<file path="src/ptsc_pkg.sv">
package ptsc_pkg;
  // ==========================================================
  // Widths and resets
  localparam int CNT_W = 10;
  localparam logic [9:0] CNT_RST = 10'h000;
  localparam logic [9:0] PERIOD_RST = 10'h3ff;
  // ==========================================================
  // Mode encodings
  localparam logic [1:0] START_CMD_CAP = 2'h0;
  localparam logic [1:0] START_CMD_TRG = 2'h1;
  localparam logic [1:0] START_TRG = 2'h2;
  localparam logic [1:0] STOP_INIT = 2'h0;
  localparam logic [1:0] STOP_HOLD = 2'h1;
  localparam logic [1:0] STOP_END = 2'h2;

  typedef struct packed {
    logic [1:0] start_mode_select;
    logic [1:0] stop_mode_select;
    logic trigger_polarity_select;
    logic trigger_accept_mode;
    logic out_a_initial_level;
    logic out_b_initial_level;
    logic out_a_enable;
    logic out_b_enable;
  } ptsc_cfg_t;

  typedef struct packed {
    logic rd_rise_low;
    logic rd_rise_high;
    logic rd_fall_low;
    logic rd_fall_high;
  } ptsc_cap_rd_t;

  typedef enum logic [1:0] {
    PTSC_IDLE,
    PTSC_WAIT_TRIG,
    PTSC_RUN
  } ptsc_state_t;
endpackage

</file>
<file path="src/ptsc_trig_sync.sv">
`timescale 1ns/100ps
// ==========================================================
// Trigger input synchroniser and edge detect
module ptsc_trig_sync (
  input wire logic clk,
  input wire logic nrst,
  input wire logic trigger_input,
  output logic level,
  output logic rise,
  output logic fall
);
  logic meta_ff;
  logic sync_ff;
  logic prev_ff;

  always_ff @(posedge clk) begin
    if (!nrst) begin
      meta_ff <= 1'b0;
      sync_ff <= 1'b0;
      prev_ff <= 1'b0;
    end else begin
      meta_ff <= trigger_input;
      sync_ff <= meta_ff;
      prev_ff <= sync_ff;
    end
  end

  assign level = sync_ff;
  assign rise = sync_ff & ~prev_ff;
  assign fall = ~sync_ff & prev_ff;
endmodule // ptsc_trig_sync

</file>
<file path="src/ptsc_core.sv">
`timescale 1ns/100ps
module ptsc_core
  import ptsc_pkg::*;
#(
  parameter int WIDTH = CNT_W
) (
  input wire logic clk,
  input wire logic nrst,
  input wire ptsc_cfg_t cfg,
  input wire logic count_run_bit,
  input wire logic [WIDTH-1:0] period,
  input wire logic [WIDTH-1:0] dead_time,
  input wire logic [WIDTH-1:0] pulse_width,
  input wire logic trigger_input,
  input wire ptsc_cap_rd_t cap_rd,
  output logic [WIDTH-1:0] rise_capture_reg,
  output logic [WIDTH-1:0] fall_capture_reg,
  output logic cap_protected,
  output logic counter_busy_flag,
  output logic [WIDTH-1:0] count,
  output logic pulse_out_a,
  output logic pulse_out_b
);
  if (WIDTH < 2 || WIDTH > 16) begin : g_chk
    $error("ptsc_core: WIDTH out of range");
  end

  // ==========================================================
  // Trigger sampling
  logic trg_level;
  logic trg_rise;
  logic trg_fall;

  ptsc_trig_sync u_sync (
    .clk(clk),
    .nrst(nrst),
    .trigger_input(trigger_input),
    .level(trg_level),
    .rise(trg_rise),
    .fall(trg_fall)
  );

  // ==========================================================
  // Control decode
  logic run_prev_ff;
  logic [1:0] stm_prev_ff;
  logic run_set;
  logic run_clr;
  logic stm_to_end;
  logic trig_mode;
  logic cap_mode;
  logic at_stop_level;
  logic start_edge;
  logic period_end;
  logic act_a;
  logic act_b;
  logic outs_active;
  logic accept_ok;
  logic stop_accept;
  logic start_accept;
  logic stop_pend_ff;
  logic oneshot_done_ff;
  ptsc_state_t state_ff;
  ptsc_state_t nxt_state;
  logic [WIDTH-1:0] cnt_ff;
  logic raw_a;
  logic raw_b;
  logic hold_ff;

  always_ff @(posedge clk) begin
    if (!nrst) begin
      run_prev_ff <= 1'b0;
      stm_prev_ff <= STOP_INIT;
    end else begin
      run_prev_ff <= count_run_bit;
      stm_prev_ff <= cfg.stop_mode_select;
    end
  end

  assign run_set = count_run_bit & ~run_prev_ff;
  assign run_clr = ~count_run_bit & run_prev_ff;
  assign stm_to_end = count_run_bit & run_prev_ff
                    & (cfg.stop_mode_select == STOP_END) & (stm_prev_ff != STOP_END);
  assign trig_mode = (cfg.start_mode_select != START_CMD_CAP);
  assign cap_mode = (cfg.start_mode_select == START_CMD_CAP);
  // Falling edge starts when polarity 0, rising when 1
  assign at_stop_level = trig_mode & (trg_level ^ cfg.trigger_polarity_select);
  assign start_edge = trig_mode & (cfg.trigger_polarity_select ? trg_rise : trg_fall);
  assign period_end = (state_ff == PTSC_RUN) && (cnt_ff >= period - 1'b1);

  // Active means an enabled output differs from its initial level
  assign act_a = cfg.out_a_enable & (pulse_out_a ^ cfg.out_a_initial_level);
  assign act_b = cfg.out_b_enable & (pulse_out_b ^ cfg.out_b_initial_level);
  assign outs_active = act_a | act_b;
  assign accept_ok = ~cfg.trigger_accept_mode | ~outs_active;

  // Stop level is acted on as a level, so a deferred one lands when outputs go idle
  assign stop_accept = count_run_bit & at_stop_level & accept_ok
                     & (state_ff == PTSC_RUN);
  assign start_accept = count_run_bit & start_edge & accept_ok & ~at_stop_level
                      & (state_ff == PTSC_WAIT_TRIG) & ~oneshot_done_ff;

  // ==========================================================
  // Run state
  always_comb begin
    nxt_state = state_ff;
    case (state_ff)
      PTSC_IDLE: begin
        if (run_set) begin
          // Trigger start mode never counts on a write
          if (cfg.start_mode_select == START_TRG || at_stop_level) begin
            nxt_state = PTSC_WAIT_TRIG;
          end else begin
            nxt_state = PTSC_RUN;
          end
        end
      end
      PTSC_WAIT_TRIG: begin
        if (!count_run_bit) begin
          nxt_state = PTSC_IDLE;
        end else if (start_accept) begin
          nxt_state = PTSC_RUN;
        end
      end
      PTSC_RUN: begin
        if (run_clr && cfg.stop_mode_select != STOP_END) begin
          nxt_state = PTSC_IDLE;
        end else if (stop_accept) begin
          nxt_state = PTSC_WAIT_TRIG;
        end else if (period_end && (stop_pend_ff || run_clr)) begin
          nxt_state = PTSC_IDLE;
        end else if (period_end && cfg.stop_mode_select == STOP_END) begin
          nxt_state = trig_mode ? PTSC_WAIT_TRIG : PTSC_IDLE;
        end
      end
      default: nxt_state = PTSC_IDLE;
    endcase
  end

  always_ff @(posedge clk) begin
    if (!nrst) begin
      state_ff <= PTSC_IDLE;
    end else begin
      state_ff <= nxt_state;
    end
  end

  // Deferred stop request under stop mode 10
  always_ff @(posedge clk) begin
    if (!nrst) begin
      stop_pend_ff <= 1'b0;
    end else if (nxt_state != PTSC_RUN) begin
      stop_pend_ff <= 1'b0;
    end else if (run_clr && cfg.stop_mode_select == STOP_END) begin
      stop_pend_ff <= 1'b1;
    end
  end

  // One-time stop blocks further start triggers and captures
  always_ff @(posedge clk) begin
    if (!nrst) begin
      oneshot_done_ff <= 1'b0;
    end else if (run_set || !count_run_bit) begin
      oneshot_done_ff <= 1'b0;
    end else if (state_ff == PTSC_RUN && stop_accept && cfg.stop_mode_select == STOP_END) begin
      oneshot_done_ff <= 1'b1;
    end
  end

  assign counter_busy_flag = (state_ff == PTSC_RUN);

  // ==========================================================
  // Counter
  always_ff @(posedge clk) begin
    if (!nrst) begin
      cnt_ff <= WIDTH'(CNT_RST);
    end else if (nxt_state != PTSC_RUN) begin
      if (!(state_ff == PTSC_RUN && run_clr && cfg.stop_mode_select == STOP_HOLD)) begin
        cnt_ff <= '0;
      end
    end else if (state_ff != PTSC_RUN || period_end || stm_to_end
                 || (run_set && cap_mode)) begin
      cnt_ff <= '0;
    end else begin
      cnt_ff <= cnt_ff + 1'b1;
    end
  end
  assign count = cnt_ff;

  // ==========================================================
  // Pulse outputs: positive logic shapes, then initial level flips
  assign raw_a = (cnt_ff >= dead_time) && (cnt_ff < pulse_width);
  assign raw_b = (cnt_ff >= pulse_width + dead_time);

  always_ff @(posedge clk) begin
    if (!nrst) begin
      hold_ff <= 1'b0;
    end else if (state_ff == PTSC_RUN && run_clr && cfg.stop_mode_select == STOP_HOLD) begin
      hold_ff <= 1'b1;
    end else if (nxt_state == PTSC_RUN || run_set) begin
      hold_ff <= 1'b0;
    end
  end

  always_ff @(posedge clk) begin
    if (!nrst) begin
      pulse_out_a <= 1'b0;
      pulse_out_b <= 1'b0;
    end else if (hold_ff && nxt_state != PTSC_RUN && !run_set) begin
      pulse_out_a <= pulse_out_a;
      pulse_out_b <= pulse_out_b;
    end else if (nxt_state != PTSC_RUN || state_ff != PTSC_RUN) begin
      pulse_out_a <= cfg.out_a_initial_level;
      pulse_out_b <= cfg.out_b_initial_level;
    end else begin
      pulse_out_a <= raw_a ^ cfg.out_a_initial_level;
      pulse_out_b <= raw_b ^ cfg.out_b_initial_level;
    end
  end

  // ==========================================================
  // Capture buffer and protected capture registers
  logic [WIDTH-1:0] buf_rise_ff;
  logic [WIDTH-1:0] buf_fall_ff;
  logic cap_en;
  assign cap_en = cap_mode & count_run_bit & (state_ff == PTSC_RUN)
                & ~oneshot_done_ff;

  always_ff @(posedge clk) begin
    if (!nrst) begin
      buf_rise_ff <= '0;
      buf_fall_ff <= '0;
    end else if (cap_en) begin
      if (trg_rise) begin
        buf_rise_ff <= cnt_ff;
      end
      if (trg_fall) begin
        buf_fall_ff <= cnt_ff;
      end
    end
  end

  // High-byte read of B wins so a full set read always unlocks
  always_ff @(posedge clk) begin
    if (!nrst) begin
      cap_protected <= 1'b0;
    end else if (cap_rd.rd_fall_high) begin
      cap_protected <= 1'b0;
    end else if (cap_rd.rd_rise_low || cap_rd.rd_rise_high || cap_rd.rd_fall_low) begin
      cap_protected <= 1'b1;
    end
  end

  always_ff @(posedge clk) begin
    if (!nrst) begin
      rise_capture_reg <= '0;
      fall_capture_reg <= '0;
    end else if (cap_en && period_end && !cap_protected) begin
      rise_capture_reg <= trg_rise ? cnt_ff : buf_rise_ff;
      fall_capture_reg <= trg_fall ? cnt_ff : buf_fall_ff;
    end
  end
endmodule // ptsc_core

</file>
<file path="config.mk">
export PLATFORM = sky130hd
export DESIGN_NAME = ptsc_core
export DESIGN_NICKNAME = d
export VERILOG_FILES = /design/src/ptsc_pkg.sv /design/src/ptsc_trig_sync.sv /design/src/ptsc_core.sv
export SDC_FILE = /design/constraint.sdc
export NUM_CORES = 1
export LEC_CHECK = 0
export BUFFER_PORTS_ARGS = -buffer_cell sky130_fd_sc_hd__buf_2
export CELL_PAD_IN_SITES_DETAIL_PLACEMENT = 0
export CELL_PAD_IN_SITES_GLOBAL_PLACEMENT = 2
export CORE_MARGIN = 3
export CORE_UTILIZATION = 37
export CTS_BUF_LIST = sky130_fd_sc_hd__clkbuf_8 sky130_fd_sc_hd__clkbuf_16
export DETAILED_ROUTE_END_ITERATION = 7
export PLACE_DENSITY_LB_ADDON = 0.1
export SLEW_MARGIN = 20
export SYNTH_ARGS = -nofsm -noshare
export SYNTH_HDL_FRONTEND = slang
export SYNTH_SLANG_ARGS = --single-unit
</file>
<file path="constraint.sdc">
create_clock -name clk -period 6.1 [get_ports clk]
set_input_delay 0.915 -clock clk [delete_from_list [all_inputs] [get_ports clk]]
set_output_delay 0.915 -clock clk [all_outputs]
set_load 0.05 [all_outputs]
</file>
[After elaboration in Yosys (flattened, before gate mapping)]
Cells that the tools add are included.
W data, S select, Z words.
Word-level totals
  flip-flop bits (word level): 64
  output and inout port bits: 34
  word-level logic and storage cells: 128
  bits of input ports: 48
Operators by class
  bitwise operators: 38
  mux-type cells: 20
  order comparisons: 4
  reduce and logical (&&, ||, !) cells: 35
  eq/ne operators: 11
  add/subtract/negate cells: 3
Operator list (number)
  $mux W10: 5
  $ge A10 B10 Y1: 3
  $and A1 B1 Y1: 22
  $mux W2: 8
  $logic_and A1 B1 Y1: 15
  $add A10 B1 Y10 const B: 1
  $add A10 B10 Y10: 1
  $logic_or A1 B1 Y1: 10
  $lt A10 B10 Y1: 1
  $ne A2 B2 Y1 const B: 5
  $sub A10 B1 Y10 const B: 1
  $not A1 Y1: 9
  $eq A2 B2 Y1 const B: 4
  $mux W1: 6
  $pmux W2 S3: 1
  $reduce_or A2 Y1: 3
  $xor A1 B1 Y1: 5
  $eq A2 B1 Y1 const B: 2
  $logic_not A2 Y1: 2
  $reduce_bool A2 Y1: 2
  $logic_not A1 Y1: 3
  $or A1 B1 Y1: 2

[Logic depth before layout (Yosys ltp)]
  depth after elaboration: 16
  gate-level depth with buffers: 15
  mapped depth without buffers: 15

[Cells and area by module]
Synthesis repeated with hierarchy kept, for this count alone.
Unflattened totals
  cells, all modules: 498
  area, all modules: 4428.0 um^2
By module, submodules not included
  ptsc_core: cells each 490, instances 1, sequential area each 1221.2 um^2, area each 4336.7 um^2
  ptsc_trig_sync: cells each 8, instances 1, sequential area each 60.1 um^2, area each 91.3 um^2

[Least setup slack after synthesis]
OpenSTA, ideal clock, no wires.
  path kind: input to register
  from: input dead_time[0]
  to: register pulse_out_b
  stages: 15
  path slack: 2.409 ns
  data arrival time: 3.605 ns
  setup time: 0.086 ns
  path buffers: 0
  required time: 6.014 ns
  path through: ha_1 fa_1 a21o_1 a21oi_1 o21bai_1 a21oi_1 o21ai_0 xnor2_1 ha_1 or4_1 a21oi_1 o21ai_0 nor4b_2 xnor2_1 a211oi_1
Between the ends
  cells in the longest elaborated chain, start to end: 4
Ends and longest elaborated chain
  start, declared: RTL line ptsc_core.sv:12  | input wire logic [WIDTH-1:0] dead_time,
  $add A10 B10 Y10: RTL line ptsc_core.sv:193  | assign raw_b = (cnt_ff >= pulse_width + dead_time);
  $ge A10 B10 Y1: RTL line ptsc_core.sv:193
  $xor A1 B1 Y1: RTL line ptsc_core.sv:217  | pulse_out_b <= raw_b ^ cfg.out_b_initial_level;
  $mux W1: RTL line ptsc_core.sv:212  | end else if (nxt_state != PTSC_RUN || state_ff != PTSC_RUN) begin
  end signal, assigned: RTL line ptsc_core.sv:211  | pulse_out_b <= pulse_out_b;
  end signal, assigned: RTL line ptsc_core.sv:214  | pulse_out_b <= cfg.out_b_initial_level;
  end signal, assigned: RTL line ptsc_core.sv:217
  end, declared: RTL line ptsc_core.sv:22  | output logic pulse_out_b
No other way between the ends.
A chain may end at the register's enable or synchronous reset.

[Worst setup path in the final report]
  from: input period[3]
  to: register rise_capture_reg[3]
Between the ends
  cells in the longest elaborated chain, start to end: 5
Ends and longest elaborated chain
  start, declared: RTL line ptsc_core.sv:11  | input wire logic [WIDTH-1:0] period,
  $sub A10 B1 Y10: RTL line ptsc_core.sv:89  | assign period_end = (state_ff == PTSC_RUN) && (cnt_ff >= period - 1'b1);
  $ge A10 B10 Y1: RTL line ptsc_core.sv:89
  $logic_and A1 B1 Y1: RTL line ptsc_core.sv:89
  $logic_and A1 B1 Y1 (2 in series): RTL line ptsc_core.sv:258  | end else if (cap_en && period_end && !cap_protected) begin
  end signal, assigned: RTL line ptsc_core.sv:259  | rise_capture_reg <= trg_rise ? cnt_ff : buf_rise_ff;
  end, declared: RTL line ptsc_core.sv:16  | output logic [WIDTH-1:0] rise_capture_reg,
No other way between the ends.

==> flow_metrics.tcl <==
set metrics [dict create \
    antenna_found_initial 0 \
    start_util 0.390 \
    clkLatencyLatePin_ns 0.33 \
    finalSetupViolCount 0 \
    top_usage_layer "met2" \
    yosys.area.top_type "dfxtp_1" \
    synth_top_area_frac 0.295 \
    rr_endpoint "rise_capture_reg[3]" \
    cts_buffers 9 \
    synthesis.area_um2 4340 \
    path_class "in -> reg" \
    gr-total-overflow 0 \
    ys_ff_latch 64 \
    post-cts-setup-buffers 0 \
    final.setup_skew_ns 0.00531 \
    reg2reg_slack_ns 3.01 \
    fin_ws_ns 2.05 \
    startpoint_type "input pin" \
    cts_hold_buf 0 \
    startpoint "period[3]" \
    place_inst 679 \
    wl_per_cell_um 15.4 \
    fp.dieArea_um2 13100 \
    clock_sinks 64 \
    core_region_area_um2 11100 \
    fin_crit_sh 0.663 \
    worst-r2r-cell-count 9 \
    synth_flop_cell "dfxtp_1" \
    place_congestion 0.791 \
    irDropWorstVdd_mv 0.143 \
    hold_depth 1 \
    slowest_delay_ns 0.84 \
    vias 3617 \
    diodes 0 \
    fmax_ghz 0.247 \
    reg2reg_from "count[0]" \
    row_count 38 \
    worstHoldPathType "reg -> reg" \
    worst-endpoint-required_ns 6.34 \
    power.internal_uw 822 \
    htreeDepth 3 \
    hold_violations 0 \
    cts_tree "built" \
    yosysMostFrequentCell "dfxtp_1" \
    seq_area_frac_synth 0.295 \
    sw_frac_of_total 0.250 \
    vias_per_cell 5.20 \
    cap_violations 0 \
    syn_inst 473 \
    instances_no_fill 695 \
    postSynthAreaPerCell_um2 9.17 \
    die_w_um 114 \
    worstMarginPinSlew_ns 1.01 \
    finalWirelength_um 10700 \
    worstPathMaxFanout 40 \
    die_h_um 114 \
    leakage_nw 2.46 \
    synth.distinct_cells 59 \
    use_met3 0.0322 \
    async_flop_share 0 \
    status "finished, final reports clean" \
    io_pins 82 \
    clockRootBuffer "clkbuf_16" \
    crit_chain "buf_2 > or3_1 > nor4_1 > nand2_1 > xor2_1 > ha_1 > nand4_1 > or3_1 > nand2_2 > and4b_2 > nor2_1 > a211oi_2" \
    firstDrtPassIters 4 \
    grt_pass1_vias 3541 \
    cp_data_arrival_time_ns 4.29 \
    drc 0 \
    crit_path_top_delay_cell "and4b_2" \
    path_clk_slew_ns 0.05 \
    grt_max_degree 46 \
    drt_iter0_markers 134 \
    slew_headroom 0.325 \
    synth.area.top_cells "dfxtp_1, ha_1, mux2i_1, a211oi_2, nor2_1" \
    drtAntennaViolNets 0 \
    portBuffers 81 \
    powerDensity_nw_per_um2 213 \
    post_cts_resized 0 \
    gr-usage-met1 0.237 \
    pwr-share-clk 0.473 \
    syn-num-nets 572 \
    tns_ns 0 \
    fillerInstances 1087 \
    path_common_cell "or3_1" \
    rsz0062_at_grt "no" \
    worstHoldStart "u_sync.meta_ff" \
    num-nets-final 649 \
    p_comb_frac 0.136 \
    grt_pass1_wl_um 17800 \
    finalMaxSlewViolations 0 \
    area_delta_synth_final_pct 18.7 \
    synthTopCellsByCount "dfxtp_1, nor2_1, ha_1" \
    holdPathEnd "u_sync.level" \
    power_frac_seq 0.390 \
    utilization 0.463 \
    grt_use_total 0.171 \
    use_met2 0.276 \
    p_switching_uw 274 \
    place_hpwl_um 7820 \
    layout-drive-gt1-share 0.250 \
    clock_path_buffers 2 \
    post-place-ws_ns 1.71 \
    cp-end-kind "flip-flop" \
    ys_warn_count 0 \
    synth_edf_count 0 \
    fin_crit_ns 4.05 \
]
## power groups by stage
| stage | combinational, mW | clock, mW | sequential (mW) |
|---|---|---|---|
| global route | 0.169 | 0.547 | 0.428 |
| global placement | 0.148 | 0 | 0.436 |
| floorplan | 0.0998 | 0 | 0.440 |
| CTS | 0.151 | 0.532 | 0.428 |
| detailed placement | 0.151 | 0 | 0.437 |
| finish | 0.149 | 0.519 | 0.428 |
## how the worst max path moves through the flow
| stage | to | cells past startpoint |
|---|---|---|
| global placement | rise_capture_reg[3] | 12 |
| global route | rise_capture_reg[6] | 12 |
| finish | rise_capture_reg[3] | 12 |
| detailed placement | rise_capture_reg[6] | 13 |
| floorplan | pulse_out_b | 15 |
| CTS | rise_capture_reg[6] | 13 |
## cell type report
cell class | instances | area (µm²) | share of cell area
multi-input combinational | 360 | 2840 | 0.551
sequential | 64 | 1280 | 0.249
timing repair buffer | 85 | 435 | 0.0846
clock buffer | 11 | 253 | 0.0491
tap | 140 | 175 | 0.0340
inverter | 30 | 113 | 0.0219
clock inverter | 5 | 55.1 | 0.0107
## cell usage in the layout (no fill, tap or decap), types with 3 or more instances in the layout
| master | netlist | final |
|---|---|---|
| mux2i_1 | 36 | 36 |
| clkbuf_16 | 0 | 9 |
| nor3_1 | 10 | 10 |
| ha_1 | 50 | 50 |
| o21ai_0 | 8 | 8 |
| xnor2_1 | 11 | 11 |
| and3_1 | 6 | 6 |
| o211ai_1 | 8 | 8 |
| a211oi_2 | 20 | 20 |
| a21oi_1 | 20 | 20 |
| a31oi_1 | 3 | 3 |
| nor2b_1 | 9 | 9 |
| nor2_1 | 60 | 60 |
| nand2_1 | 18 | 18 |
| o211a_1 | 7 | 7 |
| and2b_1 | 6 | 6 |
| and2_1 | 7 | 7 |
| a211oi_1 | 4 | 4 |
| buf_4 | 3 | 4 |
| dfxtp_1 | 64 | 64 |
| o21a_1 | 4 | 4 |
| inv_1 | 29 | 29 |
| buf_2 | 3 | 81 |
| xor2_1 | 10 | 10 |
| nand2b_1 | 7 | 7 |
| a21o_1 | 5 | 5 |
| nand3_1 | 8 | 8 |
| nor4_1 | 6 | 6 |
## worst max-delay path, delay by kind of cell
kind	cells	cell delay [ns]
and+or+nand+nor	8	2.47
xor gates and xnor gates	1	0.16
buffers and inverters	1	0.12
AOI/OAI and AO/OA	1	0.22
adders and majority gates	1	0.36
## metal layers
metal	vias up	part of all wire
met5	-	0
met4	0	0.0084
met3	8	0.047
met2	70	0.45
met1	1680	0.49
li1	1859	-
## logic make-up (layout without fill, tap and decap cells)
| kind of cell | after synthesis | count (layout) | synth area share |
|---|---|---|---|
| AOI/OAI and AO/OA | 97 | 97 | 0.194 |
| xor gates and xnor gates | 21 | 21 | 0.0424 |
| adders and majority gates | 51 | 51 | 0.149 |
| buffers and inverters | 49 | 131 | 0.0510 |
| DFF | 64 | 64 | 0.295 |
| muxes | 38 | 38 | 0.0883 |
| and+or+nand+nor | 153 | 153 | 0.180 |
## metrics by stage
| stage | power [mW] | hold slack [ns] | area [µm²] |
|---|---|---|---|
| 6_report | 1.10 | 0.437 | 5150 |
| 5_1_grt | 1.14 | 0.476 | 5150 |
| 4_1_cts | 1.11 | 0.438 | 5150 |
| 3_5_place_dp | 0.587 | 0.425 | 4840 |
| 2_1_floorplan | 0.540 | 0.412 | 4340 |
| 3_3_place_gp | 0.584 | 0.414 | 4840 |
Power figures use the tool's default switching activity.
